File: src/hdl/cdpic_regs.svh
// Port addresses, field positions, command codes and reset values of the dual controller
`ifndef CDPIC_REGS_SVH
`define CDPIC_REGS_SVH
`define CDP_MASTER_BASE   16'h0020
`define CDP_MASTER_DATA   16'h0021
`define CDP_SLAVE_BASE    16'h00a0
`define CDP_SLAVE_DATA    16'h00a1
`define CDP_ELCR_MASTER   16'h04d0
`define CDP_ELCR_SLAVE    16'h04d1
`define CDP_INIT_BIT      4
`define CDP_IC4_BIT       0
`define CDP_VEC_HI        7
`define CDP_VEC_LO        3
`define CDP_SEL_HI        4
`define CDP_SEL_LO        3
`define CDP_SEL_EOI_ROTATE_COMMAND      2'h0
`define CDP_SEL_STATUS_SELECT_COMMAND      2'h1
`define CDP_CODE_HI       7
`define CDP_CODE_LO       5
`define CDP_OP_ROT_ACLR   3'h0
`define CDP_OP_NSEOI      3'h1
`define CDP_OP_NOP        3'h2
`define CDP_OP_SEOI       3'h3
`define CDP_OP_ROT_ASET   3'h4
`define CDP_OP_ROT_NSEOI  3'h5
`define CDP_OP_SETPRI     3'h6
`define CDP_OP_ROT_SEOI   3'h7
`define CDP_LVL_HI        2
`define CDP_MODE_SPECIAL_NESTED_MODE     4
`define CDP_MODE_AUTO_END_OF_INTERRUPT     1
`define CDP_RR_BIT        1
`define CDP_RIS_BIT       0
`define CDP_ESMM_BIT      5
`define CDP_SMM_BIT       6
`define CDP_MODE_RESET    8'h01
`define CDP_LOW_PRIO_INIT 3'h7
`define CDP_SLAVE_INIT    3'h7
`define CDP_CASCADE_LINE  3'h2
`define CDP_SPURIOUS_LVL  3'h7
`define CDP_ELCR_MASK_M   8'hf8
`define CDP_ELCR_MASK_S   8'hde
`endif

File: src/hdl/cdpic_pkg.sv
// Types shared by the dual interrupt controller
package cdpic_pkg;
  typedef enum logic [1:0] {ST_READY, ST_W2, ST_W3, ST_W4} cdpic_step_t;
  typedef struct packed {
    logic [15:0] addr;
    logic [7:0]  wdata;
    logic        wr;
    logic        rd;
  } cdpic_io_t;
  typedef struct packed {
    logic       valid;
    logic [7:0] vector;
  } cdpic_ack_t;
endpackage

File: src/hdl/cdpic_top.sv
// Cascaded master and slave interrupt controllers behind byte-wide I/O ports
`timescale 1ns/1ps
`include "cdpic_regs.svh"

// ==========================================================
// One eight-input controller
module cdpic_ctrl #(
  parameter logic [7:0] ELCR_MASK = `CDP_ELCR_MASK_M
) (
  input  wire logic       clk,
  input  wire logic       reset,
  input  wire logic       wr_base,
  input  wire logic       wr_data,
  input  wire logic       wr_elcr,
  input  wire logic [7:0] wdata,
  input  wire logic [7:0] irq,
  input  wire logic       ack,
  output logic            int_req,
  output logic            best_found,
  output logic [2:0]      best_lvl,
  output logic [4:0]      vec_base,
  output logic [7:0]      interrupt_mask,
  output logic [7:0]      elcr,
  output logic [7:0]      status
);
  import cdpic_pkg::*;

  cdpic_step_t step_q;
  logic        ic4_q;
  logic [7:0]  imr_q;
  logic [7:0]  irr_q;
  logic [7:0]  isr_q;
  logic [7:0]  prev_q;
  logic [7:0]  elcr_q;
  logic [7:0]  mode_q;
  logic [4:0]  vec_base_q;
  logic [2:0]  slave_addr_q;
  logic [2:0]  prio_low_q;
  logic        read_isr_q;
  logic        smm_q;
  logic        rot_auto_end_of_interrupt_q;

  logic        init_wr;
  logic        eoi_rotate_command_wr;
  logic        status_select_command_wr;
  logic [2:0]  op_code;
  logic [2:0]  op_lvl;
  logic [7:0]  eff_isr;
  logic [3:0]  p_pick;
  logic [3:0]  s_pick;
  logic [7:0]  set_req;
  logic [7:0]  ack_hit;
  logic        granted;

  // ==========================================================
  // Priority resolution
  function automatic logic [3:0] pick(input logic [7:0] bits, input logic [2:0] low);
    logic [2:0] l;
    pick = 4'h0;
    for (int i = 8; i >= 1; i--) begin
      l = low + 3'(i);
      if (bits[l]) begin
        pick = {1'b1, l};
      end
    end
  endfunction

  function automatic logic [2:0] rank(input logic [2:0] lvl, input logic [2:0] low);
    rank = 3'(lvl - low - 3'h1);
  endfunction

  assign init_wr = wr_base && wdata[`CDP_INIT_BIT];
  assign eoi_rotate_command_wr = wr_base && !wdata[`CDP_INIT_BIT] && step_q == ST_READY &&
                   wdata[`CDP_SEL_HI:`CDP_SEL_LO] == `CDP_SEL_EOI_ROTATE_COMMAND;
  assign status_select_command_wr = wr_base && !wdata[`CDP_INIT_BIT] && step_q == ST_READY &&
                   wdata[`CDP_SEL_HI:`CDP_SEL_LO] == `CDP_SEL_STATUS_SELECT_COMMAND;
  assign op_code = wdata[`CDP_CODE_HI:`CDP_CODE_LO];
  assign op_lvl  = wdata[`CDP_LVL_HI:0];
  assign eff_isr = smm_q ? (isr_q & ~imr_q) : isr_q;
  assign p_pick  = pick(irr_q & ~imr_q, prio_low_q);
  assign s_pick  = pick(eff_isr, prio_low_q);
  assign granted = ack && p_pick[3];
  assign ack_hit = granted ? (8'h01 << p_pick[2:0]) : 8'h00;
  // Level lines request while high; edge lines on a rising edge
  assign set_req = ((irq & ~prev_q & ~elcr_q) | (irq & elcr_q)) & ~imr_q;

  // Fully nested, optionally equal level allowed in special nesting
  always_comb begin
    int_req = p_pick[3] && (!s_pick[3] ||
              rank(p_pick[2:0], prio_low_q) < rank(s_pick[2:0], prio_low_q) ||
              (mode_q[`CDP_MODE_SPECIAL_NESTED_MODE] && p_pick[2:0] == s_pick[2:0]));
  end

  assign best_found = p_pick[3];
  assign best_lvl   = p_pick[2:0];
  assign vec_base   = vec_base_q;
  assign interrupt_mask        = imr_q;
  assign elcr       = elcr_q;
  assign status     = read_isr_q ? isr_q : irr_q;

  // ==========================================================
  // Initialisation sequence
  always_ff @(posedge clk or posedge reset) begin
    if (reset) begin
      step_q       <= ST_READY;
      ic4_q        <= 1'b1;
      vec_base_q   <= '0;
      slave_addr_q <= `CDP_SLAVE_INIT;
      mode_q       <= `CDP_MODE_RESET;
    end else if (init_wr) begin
      step_q       <= ST_W2;
      ic4_q        <= wdata[`CDP_IC4_BIT];
      slave_addr_q <= `CDP_SLAVE_INIT;
    end else if (wr_data) begin
      unique case (step_q)
        ST_W2: begin
          vec_base_q <= wdata[`CDP_VEC_HI:`CDP_VEC_LO];
          step_q     <= ST_W3;
        end
        ST_W3: begin
          slave_addr_q <= wdata[2:0];
          step_q       <= ic4_q ? ST_W4 : ST_READY;
        end
        ST_W4: begin
          mode_q <= wdata;
          step_q <= ST_READY;
        end
        ST_READY: begin
          step_q <= ST_READY;
        end
      endcase
    end
  end

  // ==========================================================
  // Mask, status select, special mask and edge/level controls
  always_ff @(posedge clk or posedge reset) begin
    if (reset) begin
      imr_q      <= '0;
      read_isr_q <= 1'b0;
      smm_q      <= 1'b0;
      elcr_q     <= '0;
    end else begin
      if (init_wr) begin
        imr_q      <= '0;
        read_isr_q <= 1'b0;
        smm_q      <= 1'b0;
      end else if (wr_data && step_q == ST_READY) begin
        imr_q <= wdata;
      end else if (status_select_command_wr) begin
        if (wdata[`CDP_RR_BIT]) begin
          read_isr_q <= wdata[`CDP_RIS_BIT];
        end
        if (wdata[`CDP_ESMM_BIT]) begin
          smm_q <= wdata[`CDP_SMM_BIT];
        end
      end
      if (wr_elcr) begin
        elcr_q <= wdata & ELCR_MASK;
      end
    end
  end

  // ==========================================================
  // Request register; a new request wins over the acknowledge clear
  always_ff @(posedge clk or posedge reset) begin
    if (reset) begin
      irr_q  <= '0;
      prev_q <= '0;
    end else begin
      prev_q <= irq;
      irr_q  <= ((irr_q & ~ack_hit) & ~(elcr_q & ~irq)) | set_req;
    end
  end

  // ==========================================================
  // In-service register and rotation
  always_ff @(posedge clk or posedge reset) begin
    if (reset) begin
      isr_q      <= '0;
      prio_low_q <= `CDP_LOW_PRIO_INIT;
      rot_auto_end_of_interrupt_q <= 1'b0;
    end else if (init_wr) begin
      prio_low_q <= `CDP_LOW_PRIO_INIT;
      rot_auto_end_of_interrupt_q <= 1'b0;
    end else begin
      if (eoi_rotate_command_wr) begin
        unique case (op_code)
          `CDP_OP_NSEOI: begin
            if (s_pick[3]) begin
              isr_q[s_pick[2:0]] <= 1'b0;
            end
          end
          `CDP_OP_ROT_NSEOI: begin
            if (s_pick[3]) begin
              isr_q[s_pick[2:0]] <= 1'b0;
              prio_low_q         <= s_pick[2:0];
            end
          end
          `CDP_OP_SEOI: begin
            isr_q[op_lvl] <= 1'b0;
          end
          `CDP_OP_ROT_SEOI: begin
            isr_q[op_lvl] <= 1'b0;
            prio_low_q    <= op_lvl;
          end
          `CDP_OP_SETPRI: begin
            prio_low_q <= op_lvl;
          end
          `CDP_OP_ROT_ASET: begin
            rot_auto_end_of_interrupt_q <= 1'b1;
          end
          `CDP_OP_ROT_ACLR: begin
            rot_auto_end_of_interrupt_q <= 1'b0;
          end
          `CDP_OP_NOP: begin
            rot_auto_end_of_interrupt_q <= rot_auto_end_of_interrupt_q;
          end
        endcase
      end
      if (granted) begin
        if (mode_q[`CDP_MODE_AUTO_END_OF_INTERRUPT]) begin
          if (rot_auto_end_of_interrupt_q) begin
            prio_low_q <= p_pick[2:0];
          end
        end else begin
          isr_q[p_pick[2:0]] <= 1'b1;
        end
      end
    end
  end

  // ==========================================================
  // Checks
  property p_init_start;
    @(posedge clk) disable iff (reset)
    init_wr |=> step_q == ST_W2;
  endproperty
  a_init_start: assert property (p_init_start)
    else $error("init word one did not start sequence");

  property p_init_clear;
    @(posedge clk) disable iff (reset)
    init_wr |=> imr_q == 8'h00 && prio_low_q == `CDP_LOW_PRIO_INIT &&
                slave_addr_q == `CDP_SLAVE_INIT && !smm_q && !read_isr_q && !rot_auto_end_of_interrupt_q;
  endproperty
  a_init_clear: assert property (p_init_clear)
    else $error("init side effects missing");

  property p_seq;
    @(posedge clk) disable iff (reset)
    step_q == ST_W2 && wr_data && !init_wr |=> step_q == ST_W3 &&
      vec_base_q == $past(wdata[`CDP_VEC_HI:`CDP_VEC_LO]);
  endproperty
  a_seq: assert property (p_seq)
    else $error("word two not taken");

  property p_mask_block;
    @(posedge clk) disable iff (reset)
    1'b1 |=> (irr_q & ~$past(irr_q) & $past(imr_q)) == 8'h00;
  endproperty
  a_mask_block: assert property (p_mask_block)
    else $error("masked line set request bit");

  property p_sel_keep;
    @(posedge clk) disable iff (reset)
    status_select_command_wr && !wdata[`CDP_RR_BIT] |=> read_isr_q == $past(read_isr_q);
  endproperty
  a_sel_keep: assert property (p_sel_keep)
    else $error("status select changed without bit 1");

  property p_auto_end_of_interrupt;
    @(posedge clk) disable iff (reset)
    granted && mode_q[`CDP_MODE_AUTO_END_OF_INTERRUPT] && !eoi_rotate_command_wr && !init_wr |=> isr_q == $past(isr_q);
  endproperty
  a_auto_end_of_interrupt: assert property (p_auto_end_of_interrupt)
    else $error("auto end still set in-service bit");

  property p_ack_isr;
    @(posedge clk) disable iff (reset)
    granted && !mode_q[`CDP_MODE_AUTO_END_OF_INTERRUPT] && !init_wr |=> isr_q[$past(p_pick[2:0])];
  endproperty
  a_ack_isr: assert property (p_ack_isr)
    else $error("acknowledge did not set in-service bit");

  property p_seoi;
    @(posedge clk) disable iff (reset)
    eoi_rotate_command_wr && op_code == `CDP_OP_SEOI && !granted |=> !isr_q[$past(op_lvl)];
  endproperty
  a_seoi: assert property (p_seoi)
    else $error("specific end did not clear level");

  property p_fixed_edge;
    @(posedge clk) disable iff (reset)
    wr_elcr |=> (elcr_q & ~ELCR_MASK) == 8'h00;
  endproperty
  a_fixed_edge: assert property (p_fixed_edge)
    else $error("fixed edge input made level");
endmodule // cdpic_ctrl

// ==========================================================
// Top: port decode, cascade and acknowledge
module cdpic_top (
  input  wire logic                clk,
  input  wire logic                reset,
  input  wire cdpic_pkg::cdpic_io_t io_req,
  input  wire logic                inta,
  input  wire logic [15:0]         irq_in,
  output logic [7:0]               io_rdata_q,
  output logic                     interrupt_output_q,
  output cdpic_pkg::cdpic_ack_t    ack_q
);
  import cdpic_pkg::*;

  logic       m_int;
  logic       m_found;
  logic [2:0] m_lvl;
  logic [4:0] m_base;
  logic [7:0] m_imr;
  logic [7:0] m_elcr;
  logic [7:0] m_status;
  logic       s_int;
  logic       s_found;
  logic [2:0] s_lvl;
  logic [4:0] s_base;
  logic [7:0] s_imr;
  logic [7:0] s_elcr;
  logic [7:0] s_status;
  logic       s_ack;
  logic       cascade;
  logic [7:0] m_irq;

  assign m_irq   = {irq_in[7:3], s_int, irq_in[1:0]};
  assign cascade = m_found && m_lvl == `CDP_CASCADE_LINE;
  assign s_ack   = inta && cascade;

  cdpic_ctrl #(.ELCR_MASK(`CDP_ELCR_MASK_M)) u_master (
    .clk        (clk),
    .reset      (reset),
    .wr_base    (io_req.wr && io_req.addr == `CDP_MASTER_BASE),
    .wr_data    (io_req.wr && io_req.addr == `CDP_MASTER_DATA),
    .wr_elcr    (io_req.wr && io_req.addr == `CDP_ELCR_MASTER),
    .wdata      (io_req.wdata),
    .irq        (m_irq),
    .ack        (inta),
    .int_req    (m_int),
    .best_found (m_found),
    .best_lvl   (m_lvl),
    .vec_base   (m_base),
    .interrupt_mask        (m_imr),
    .elcr       (m_elcr),
    .status     (m_status)
  );

  cdpic_ctrl #(.ELCR_MASK(`CDP_ELCR_MASK_S)) u_slave (
    .clk        (clk),
    .reset      (reset),
    .wr_base    (io_req.wr && io_req.addr == `CDP_SLAVE_BASE),
    .wr_data    (io_req.wr && io_req.addr == `CDP_SLAVE_DATA),
    .wr_elcr    (io_req.wr && io_req.addr == `CDP_ELCR_SLAVE),
    .wdata      (io_req.wdata),
    .irq        (irq_in[15:8]),
    .ack        (s_ack),
    .int_req    (s_int),
    .best_found (s_found),
    .best_lvl   (s_lvl),
    .vec_base   (s_base),
    .interrupt_mask        (s_imr),
    .elcr       (s_elcr),
    .status     (s_status)
  );

  // ==========================================================
  // Register reads
  always_ff @(posedge clk or posedge reset) begin
    if (reset) begin
      io_rdata_q <= '0;
    end else if (io_req.rd) begin
      unique case (io_req.addr)
        `CDP_MASTER_BASE: io_rdata_q <= m_status;
        `CDP_MASTER_DATA: io_rdata_q <= m_imr;
        `CDP_SLAVE_BASE:  io_rdata_q <= s_status;
        `CDP_SLAVE_DATA:  io_rdata_q <= s_imr;
        `CDP_ELCR_MASTER: io_rdata_q <= m_elcr;
        `CDP_ELCR_SLAVE:  io_rdata_q <= s_elcr;
        default:          io_rdata_q <= '0;
      endcase
    end
  end

  // ==========================================================
  // Interrupt output and acknowledge vector
  always_ff @(posedge clk or posedge reset) begin
    if (reset) begin
      interrupt_output_q <= 1'b0;
      ack_q              <= '0;
    end else begin
      interrupt_output_q <= m_int;
      ack_q.valid        <= inta;
      if (inta) begin
        if (cascade) begin
          ack_q.vector <= {s_base, s_found ? s_lvl : `CDP_SPURIOUS_LVL};
        end else begin
          ack_q.vector <= {m_base, m_found ? m_lvl : `CDP_SPURIOUS_LVL};
        end
      end
    end
  end

  property p_mask_read;
    @(posedge clk) disable iff (reset)
    io_req.rd && io_req.addr == `CDP_MASTER_DATA |=> io_rdata_q == $past(m_imr);
  endproperty
  a_mask_read: assert property (p_mask_read)
    else $error("mask read mismatch");

  property p_cascade_block;
    @(posedge clk) disable iff (reset)
    inta && m_imr[`CDP_CASCADE_LINE] && !$past(inta) |-> !s_ack;
  endproperty
  a_cascade_block: assert property (p_cascade_block)
    else $error("slave acknowledged while input 2 masked");

  property p_vector;
    @(posedge clk) disable iff (reset)
    inta && m_found && !cascade |=> ack_q.valid && ack_q.vector == {$past(m_base), $past(m_lvl)};
  endproperty
  a_vector: assert property (p_vector)
    else $error("acknowledge vector wrong");
endmodule // cdpic_top

File: config.mk
export PLATFORM = sky130hd
export DESIGN_NAME = cdpic_top
export DESIGN_NICKNAME = d
export VERILOG_FILES = /design/src/hdl/cdpic_pkg.sv /design/src/hdl/cdpic_top.sv
export VERILOG_INCLUDE_DIRS = /design/src /design/src/hdl
export SDC_FILE = /design/constraint.sdc
export NUM_CORES = 1
export LEC_CHECK = 0
export ABC_AREA = 0
export BUFFER_PORTS_ARGS = -buffer_cell sky130_fd_sc_hd__buf_2
export CORE_MARGIN = 3
export CORE_UTILIZATION = 35
export DETAILED_ROUTE_END_ITERATION = 7
export PLACE_DENSITY_LB_ADDON = 0.2
export SLEW_MARGIN = 20
export SYNTH_ARGS = -nofsm -noshare
export SYNTH_HDL_FRONTEND = slang
export SYNTH_HIERARCHICAL = 1
export SYNTH_SLANG_ARGS = --single-unit
File: constraint.sdc
create_clock -name clk -period 6.3 [get_ports clk]
set_clock_uncertainty 0.05 [all_clocks]
set_input_delay 1.26 -clock clk [delete_from_list [all_inputs] [get_ports clk]]
set_output_delay 1.26 -clock clk [all_outputs]
set_load 0.02 [all_outputs]
==> After elaboration in Yosys (flattened, before gate mapping) <==
Cells that the tools add are included.
{ "word_totals": {"reg_bits": 131, "out_inout_bits": 18, "elab_cells": 395, "input_bits": 45} }
{ "classes": {"muxes": 173, "n_lt_le_gt_ge": 28, "add_sub_neg": 22, "n_eq_ne": 24, "reduce_logical": 71, "shift": 2, "bitwise_logic": 45} }
{ "op_table": {"columns": ["cell", "n"], "rows": [
  ["$and A8 B8 Y8", 22],
  ["$mux W8", 21],
  ["$mux W4", 32],
  ["$not A8 Y8", 15],
  ["$bmux W1 S3", 32],
  ["$lt A3 B4 Y1 const B", 21],
  ["$mux W1", 55],
  ["$or A8 B8 Y8", 6],
  ["$pmux W8 S6", 1],
  ["$mux W3", 14],
  ["$eq A16 B11 Y1 const B", 2],
  ["$eq A16 B6 Y1 const B", 2],
  ["$eq A16 B8 Y1 const B", 2],
  ["$pmux W8 S2", 2],
  ["$logic_and A1 B1 Y1", 31],
  ["$add A3 B3 Y3 const B", 8],
  ["$reduce_and A3 Y1", 8],
  ["$reduce_bool A2 Y1", 12],
  ["$shl A1 B3 Y8 const A", 2],
  ["$demux W1 S3", 5],
  ["$ge A3 B1 Y1 const B", 5],
  ["$add A3 B2 Y3 const B", 4],
  ["$eq A3 B3 Y1 const B", 4],
  ["$mux W2", 6],
  ["21 further kinds", 53]
]} }

==> Longest topological paths before layout <==
{ "logic_depth": {"ltp_word": 26, "ltp_mapped": 24, "mapped_depth_nobuf": 20} }

==> Hierarchy <==
The synthesis kept the hierarchy.
{ "modules_own_cells": {"columns": ["mod", "cells_per_inst", "area_per_inst_um2", "n_inst", "seq_area_each_um2"], "rows": [
  ["cdpic_ctrl (u_master)", 538, 5072.4, 1, 1331.3],
  ["cdpic_ctrl (u_slave)", 534, 5003.5, 1, 1356.3],
  ["cdpic_top", 152, 1327.5, 1, 450.4]
]} }

==> Worst setup path before layout <==
Ideal clock, no wire load.
{ "synth_timing": {"kind": "register to register", "start": "reg u_master.prio_low_q[0]", "end": "reg u_slave.irr_q[7]", "required_ps": 6126, "slack_ps": 1508, "stages_incl_launch_ff": 21, "setup_time_ps": 124, "path_buffers": 6, "synth_period_minus_slack_ps": 4792, "t_arrival_ps": 4618, "cell_sequence": "dfstp_2 > buf_6 > inv_4 > buf_12 > buf_12 > buf_6 > ha_1 > clkbuf_1 > xor2_1 > mux4_2 > nand3_1 > o21ai_0 > o32ai_4 > buf_4 > nand2b_1 > nor2_1 > and2_1 > nand2_4 > a211oi_1 > a21oi_1 > or2_1"} }
{ "synth_via": {"elab_chain_cells": 19, "elab_cells_between_ends": 40, "classes_between": "add/sub (7); eq/ne (1); mux (25); bitwise (4); reduce/logical (3)"} }
{ "synth_rtl": {"columns": ["item", "line", "rtl"], "rows": [
  ["start, declared", "cdpic_top.sv:38", "logic [2:0] prio_low_q;"],
  ["start signal, assigned", "cdpic_top.sv:181", "prio_low_q <= `CDP_LOW_PRIO_INIT;"],
  ["start signal, assigned", "cdpic_top.sv:184", "prio_low_q <= `CDP_LOW_PRIO_INIT;"],
  ["start signal, assigned", "cdpic_top.sv:197", "prio_low_q <= s_pick[2:0];"],
  ["$add A3 B3 Y3 / $bmux W1 S3 (equally long branches)", "cdpic_top.sv:61, cdpic_top.sv:62", null],
  ["$bmux W1 S3 / $mux W1 (equally long branches)", "cdpic_top.sv:62", "if (bits[l]) begin"],
  ["$mux W1 (implied by the code) / $mux W4 (equally long branches)", "cdpic_top.sv:62", null],
  ["$mux W4 (6 in series)", "cdpic_top.sv:62", null],
  ["$mux W4 *", "cdpic_top.sv:62", null],
  ["via m_lvl[1]", "cdpic_top.sv:317", "logic [2:0] m_lvl;"],
  ["$eq A3 B2 Y1 (no line) *", null, null],
  ["$logic_and A1 B1 Y1 (no line) *", null, null],
  ["$logic_and A1 B1 Y1 *", "cdpic_top.sv:335", "assign s_ack = inta && cascade;"],
  ["via s_ack", "cdpic_top.sv:329", "logic s_ack;"],
  ["$logic_and A1 B1 Y1 *", "cdpic_top.sv:82", "assign granted = ack && p_pick[3];"],
  ["$mux W8 *", "cdpic_top.sv:83", "assign ack_hit = granted ? (8'h01 << p_pick[2:0]) : 8'h00;"],
  ["$not A8 Y8 *", "cdpic_top.sv:172", "irr_q <= ((irr_q & ~ack_hit) & ~(elcr_q & ~irq)) | set_req;"],
  ["$and A8 B8 Y8 * (2 in series)", "cdpic_top.sv:172", null],
  ["$or A8 B8 Y8 *", "cdpic_top.sv:172", null],
  ["end signal, assigned", "cdpic_top.sv:172", null],
  ["end, declared", "cdpic_top.sv:31", "logic [7:0] irr_q;"]
]} }
Mark *: on every way through the listed nets, which the timed path passes. The rest lies on a longest branch. The select of a mux whose other input is x is not followed.
A chain may end at the register's enable or synchronous reset.

==> Worst setup path after layout <==
{ "layout_timing": {"start": "reg u_slave.prio_low_q[0]", "end": "reg u_master.irr_q[2]"} }
{ "layout_via": {"elab_chain_cells": 21, "elab_cells_between_ends": 76, "classes_between": "add/sub (11); order compare (1); eq/ne (1); mux (48); bitwise (10); reduce/logical (5)"} }
{ "layout_rtl": {"columns": ["item", "line", "rtl"], "rows": [
  ["start, declared", "cdpic_top.sv:38", null],
  ["start signal, assigned", "cdpic_top.sv:181", null],
  ["start signal, assigned", "cdpic_top.sv:184", null],
  ["start signal, assigned", "cdpic_top.sv:197", null],
  ["$add A3 B3 Y3 / $bmux W1 S3 (equally long branches)", "cdpic_top.sv:61, cdpic_top.sv:62", null],
  ["$bmux W1 S3 / $mux W1 (equally long branches)", "cdpic_top.sv:62", null],
  ["$mux W1 (implied by the code) / $mux W4 (equally long branches)", "cdpic_top.sv:62", null],
  ["$mux W4 (6 in series)", "cdpic_top.sv:62", null],
  ["$mux W4 *", "cdpic_top.sv:62", null],
  ["via s_lvl[0]", "cdpic_top.sv:324", "logic [2:0] s_lvl;"],
  ["$sub A3 B3 Y3", "cdpic_top.sv:69", "rank = 3'(lvl - low - 3'h1);"],
  ["$sub A3 B1 Y3", "cdpic_top.sv:69", null],
  ["[2 not listed]", null, null],
  ["$logic_or A1 B1 Y1 *", "cdpic_top.sv:89", "int_req = p_pick[3] && (!s_pick[3] ||"],
  ["$logic_and A1 B1 Y1 *", "cdpic_top.sv:89", null],
  ["via s_int", "cdpic_top.sv:322", "logic s_int;"],
  ["$and A8 B8 Y8 / $not A8 Y8 (equally long branches)", "cdpic_top.sv:85, cdpic_top.sv:172", null],
  ["$and A8 B8 Y8 (on tied branches)", "cdpic_top.sv:85, cdpic_top.sv:172", null],
  ["$or A8 B8 Y8 / $not A8 Y8 (equally long branches)", "cdpic_top.sv:85, cdpic_top.sv:172", null],
  ["$and A8 B8 Y8 (on tied branches)", "cdpic_top.sv:85, cdpic_top.sv:172", null],
  ["$or A8 B8 Y8 *", "cdpic_top.sv:172", null],
  ["end signal, assigned", "cdpic_top.sv:172", null],
  ["end, declared", "cdpic_top.sv:31", null]
]} }
Marks and branches as above.

==> run metrics <==
#FFs+latches synth=125; Switching Share=between 30% and 40%; Congestion Overflow GR=0; share of layout cells above drive strength 1=21.70%; Initial DRC Count=around 1100; effective utilization at floorplan=35.86%; largest area contributor in the synthesized netlist=dfrtp_1; Placement Rows=65; highest ir drop seen on vdd=0.1897 mV; number of gates resized after CTS=0; final worst hold slack=373.7 ps; via count of the first global-routing pass=9923; total length of routed wires=37910 µm; postcts setup bufs=0; Die Span Y=roughly 190 µm; vias post-DR=10179; final count of pins violating max slew=0; Max Cap Viol=0; global placement routability congestion=0.9213; proportion of netlist area held by the largest area contributor=25.67%; highest clock frequency the design can meet=0.1870 GHz; library cell appearing most often on the critical path=ha_1; router iterations before antenna repair=5; number of enable-type register cells in the synthesized netlist=0; All-Layer GR Usage=about 22%; H-tree level count=4; accumulated negative setup slack=0 ps; Setup crit end kind=flip-flop; Final Hold Viols=0; launching instance or port of the critical path=u_slave/prio_low_q[0]; clock tree from TritonCTS=done; static leakage power=~5 nW; cell area after placement=11870 µm²; cts hold-fix bufs=0; ANT nets after route=0; most used cells in the layout excluding fill and tap cells=nand2_1 (128), dfrtp_1 (117), o21ai_0 (72); data required time at the worst endpoint=6610 ps; average detailed-routed wire length per instance=22.39 µm; clock insertion delay at the later pin of the skew report=420 ps; part of the total power dissipated in sequential elements=between 30% and 40%; combinational share of power=29.3%; Crit path arrival time=5660 ps; Core ar.=31800 µm²; Layout fillers=3187; yosys synthesis warning count=6; first-pass GRT wire length=60290 µm; standard cell with the maximum stage delay on the critical path=dfstp_2; number of antenna violations at the first check in global routing=2; power dissipated by switching net loads=919.9 µW; Die Outline Area=34780 µm²; Int Power=1.684 mW; number of inserted diodes=0; total power consumption of the routed design=approximately 2.6 mW; highest cell delay on the worst timing path=between 500 and 600 ps; half-perimeter wire length of the detailed placement result=27720 µm; Hold Path Class=reg2reg; share of async-settable or async-resettable flops after synthesis=100.0%; slew margin rel.=between 20 and 30%; floorplan die width=186.5 µm; status=finished, final reports clean; kind of start point of the critical path=flip-flop; worst min-delay path startpoint=u_master/prev_q[0]; clk slew on worst S/H paths=approximately 70 ps; final-stage net count=1310; clock network fraction of total power=between 30% and 40%; count of pins on the block boundary=63; Syn-to-layout area delta=8.887%; RSZ-0062 raised after global routing=no; min Tclk post-route=5347 ps; cell area after synthesis=11400 µm²; source of the worst register-to-register timing path=u_slave/prio_low_q[0]; number of distinct library cells after synthesis=120; count of input and output buffers=61; Avg Vias per Cell=6.012; maximum root-to-sink buffer count=2; leading cell type in the layout, fill and taps excluded=nand2_1; largest fanout of any net on the critical path=26; Post-Synthesis Mean Instance Area=9.317 µm²; sequential area share after synthesis=between 20% and 30%; Setup-failing EPs final=0; total clock sinks=roughly 130; Synth area leaders=dfrtp_1 (26%), mux4_2 (7.9%), mux2i_1 (5.6%), mux2_2 (5.2%), nand2_1 (4.2%); slew at the pin closest to its max-slew limit=1074 ps; total CTS buffers=17; clock root buffer master=clkbuf_16; worst-path cell chain=buf_4 > ha_1 > xor2_1 > nand2_1 > o22a_1 > nor3b_1 > a21oi_1 > nand4b_1 > and2_1 > inv_2 > ha_1 > fa_1 > xor2_1 > xnor2_1 > ha_1 > a21oi_1 > o21ai_0 > o31ai_1 > nor3b_1 > a21o_1; power density relative to cell area=209.7 nW/µm²; number of standard cells after synthesis=approximately 1200; kind of critical path=reg2reg; largest net degree at the start of global routing=55; most frequently used flop master after synthesis=dfrtp_1; DRC viols=0; Final Cell Area=approximately 12000 µm²; final worst-path cycle share=84.87%
## sequential cells by signal, indices dropped and copies added, names as in the netlist, 3 cells and up
| name | flops |
|---|---|
| u_slave/vec_base | 5 |
| u_slave/prev_q | 8 |
| u_master/vec_base | 5 |
| u_slave/interrupt_mask | 8 |
| u_master/prev_q | 8 |
| u_slave/irr_q | 8 |
| u_slave/prio_low_q | 3 |
| u_master/prio_low_q | 3 |
| u_master/elcr | 5 |
| u_slave/isr_q | 8 |
| u_master/interrupt_mask | 8 |
| u_master/isr_q | 8 |
| u_master/irr_q | 8 |
| ack_q | 9 |
| u_slave/elcr | 6 |
| io_rdata_q | 8 |
## final timing paths
check                      cells after the start  slack (ps)           endpoint
max                                           20         950  u_master/irr_q[2]
min                                            1         370  u_master/irr_q[0]
max reg2reg                                   20         950  u_master/irr_q[2]
min reg2reg                                    1         370  u_master/irr_q[0]
max in group asynchronous                      2        4630      io_rdata_q[2]
min in group asynchronous                      3        1000   u_master/elcr[6]
## worst max-delay path, delay by kind of cell (launching register included)
kind,cells,cell delay (ps)
xor+xnor,3,690
buf+inv,2,510
flops,1,580
fa+ha+maj,4,1350
compound gates,6,1010
simple gates,5,1070
## logic make-up (layout without fill, tap and decap cells)
| group | Yosys count | in the layout | share of synthesized area [%] |
|---|---|---|---|
| mux | 170 | 170 | 21.31 |
| flops | 125 | 125 | 27.52 |
| buf+inv | 141 | 172 | 7.000 |
| compound gates | 340 | 340 | 21.45 |
| fa+ha+maj | 20 | 20 | 2.458 |
| other cells | 2 | 5 | 0.06586 |
| simple gates | 404 | 404 | 18.31 |
| xor+xnor | 22 | 22 | 1.887 |
## power groups by stage
stage	combinational (mW)	sequential, mW	clock (mW)
finish	0.762	0.914	0.928
global route	0.828	0.919	0.984
CTS	0.753	0.912	0.946
detailed placement	0.748	0.926	0
global placement	0.743	0.924	0
floorplan	0.527	0.918	0
## per-layer routing
layer  GRT usage [%]  part of all wire, %  wire length (µm)
met5               0                0.034                13
met2           31.66                   42             16090
met3           3.306                  5.9              2248
met1           33.60                   49             18750
met4           5.816                  2.1               807
## cell type report
class	count	area [µm²]	share of cell area (%)
Clock buffer	19	442.9	3.567
Inverter	58	235.2	1.894
Timing Repair Buffer	82	462.9	3.728
Clock inverter	13	105.1	0.8464
Sequential cell	125	3138	25.27
Multi-Input combinational cell	961	7488	60.31
Tap cell	435	544.3	4.383
## per-stage QoR
stage          utilization, %  std cells  worst slack (ps)
6_report                39.05       1693             953.4
3_5_place_dp            37.32       1661             952.0
4_1_cts                 39.05       1693             907.8
3_3_place_gp            37.31       1661             968.9
5_1_grt                 39.05       1693             535.2
2_1_floorplan               -       1227              1508
## synth_stat cells, types with 31 or more instances
cell	instances
a21oi_1	57
nand3_1	42
mux4_2	40
nor2_1	62
clkbuf_1	35
o21ai_0	72
inv_1	52
nand2b_1	31
mux2_2	53
dfrtp_1	117
nand2_1	128
mux2i_1	64
Power figures use the tool's default switching activity.
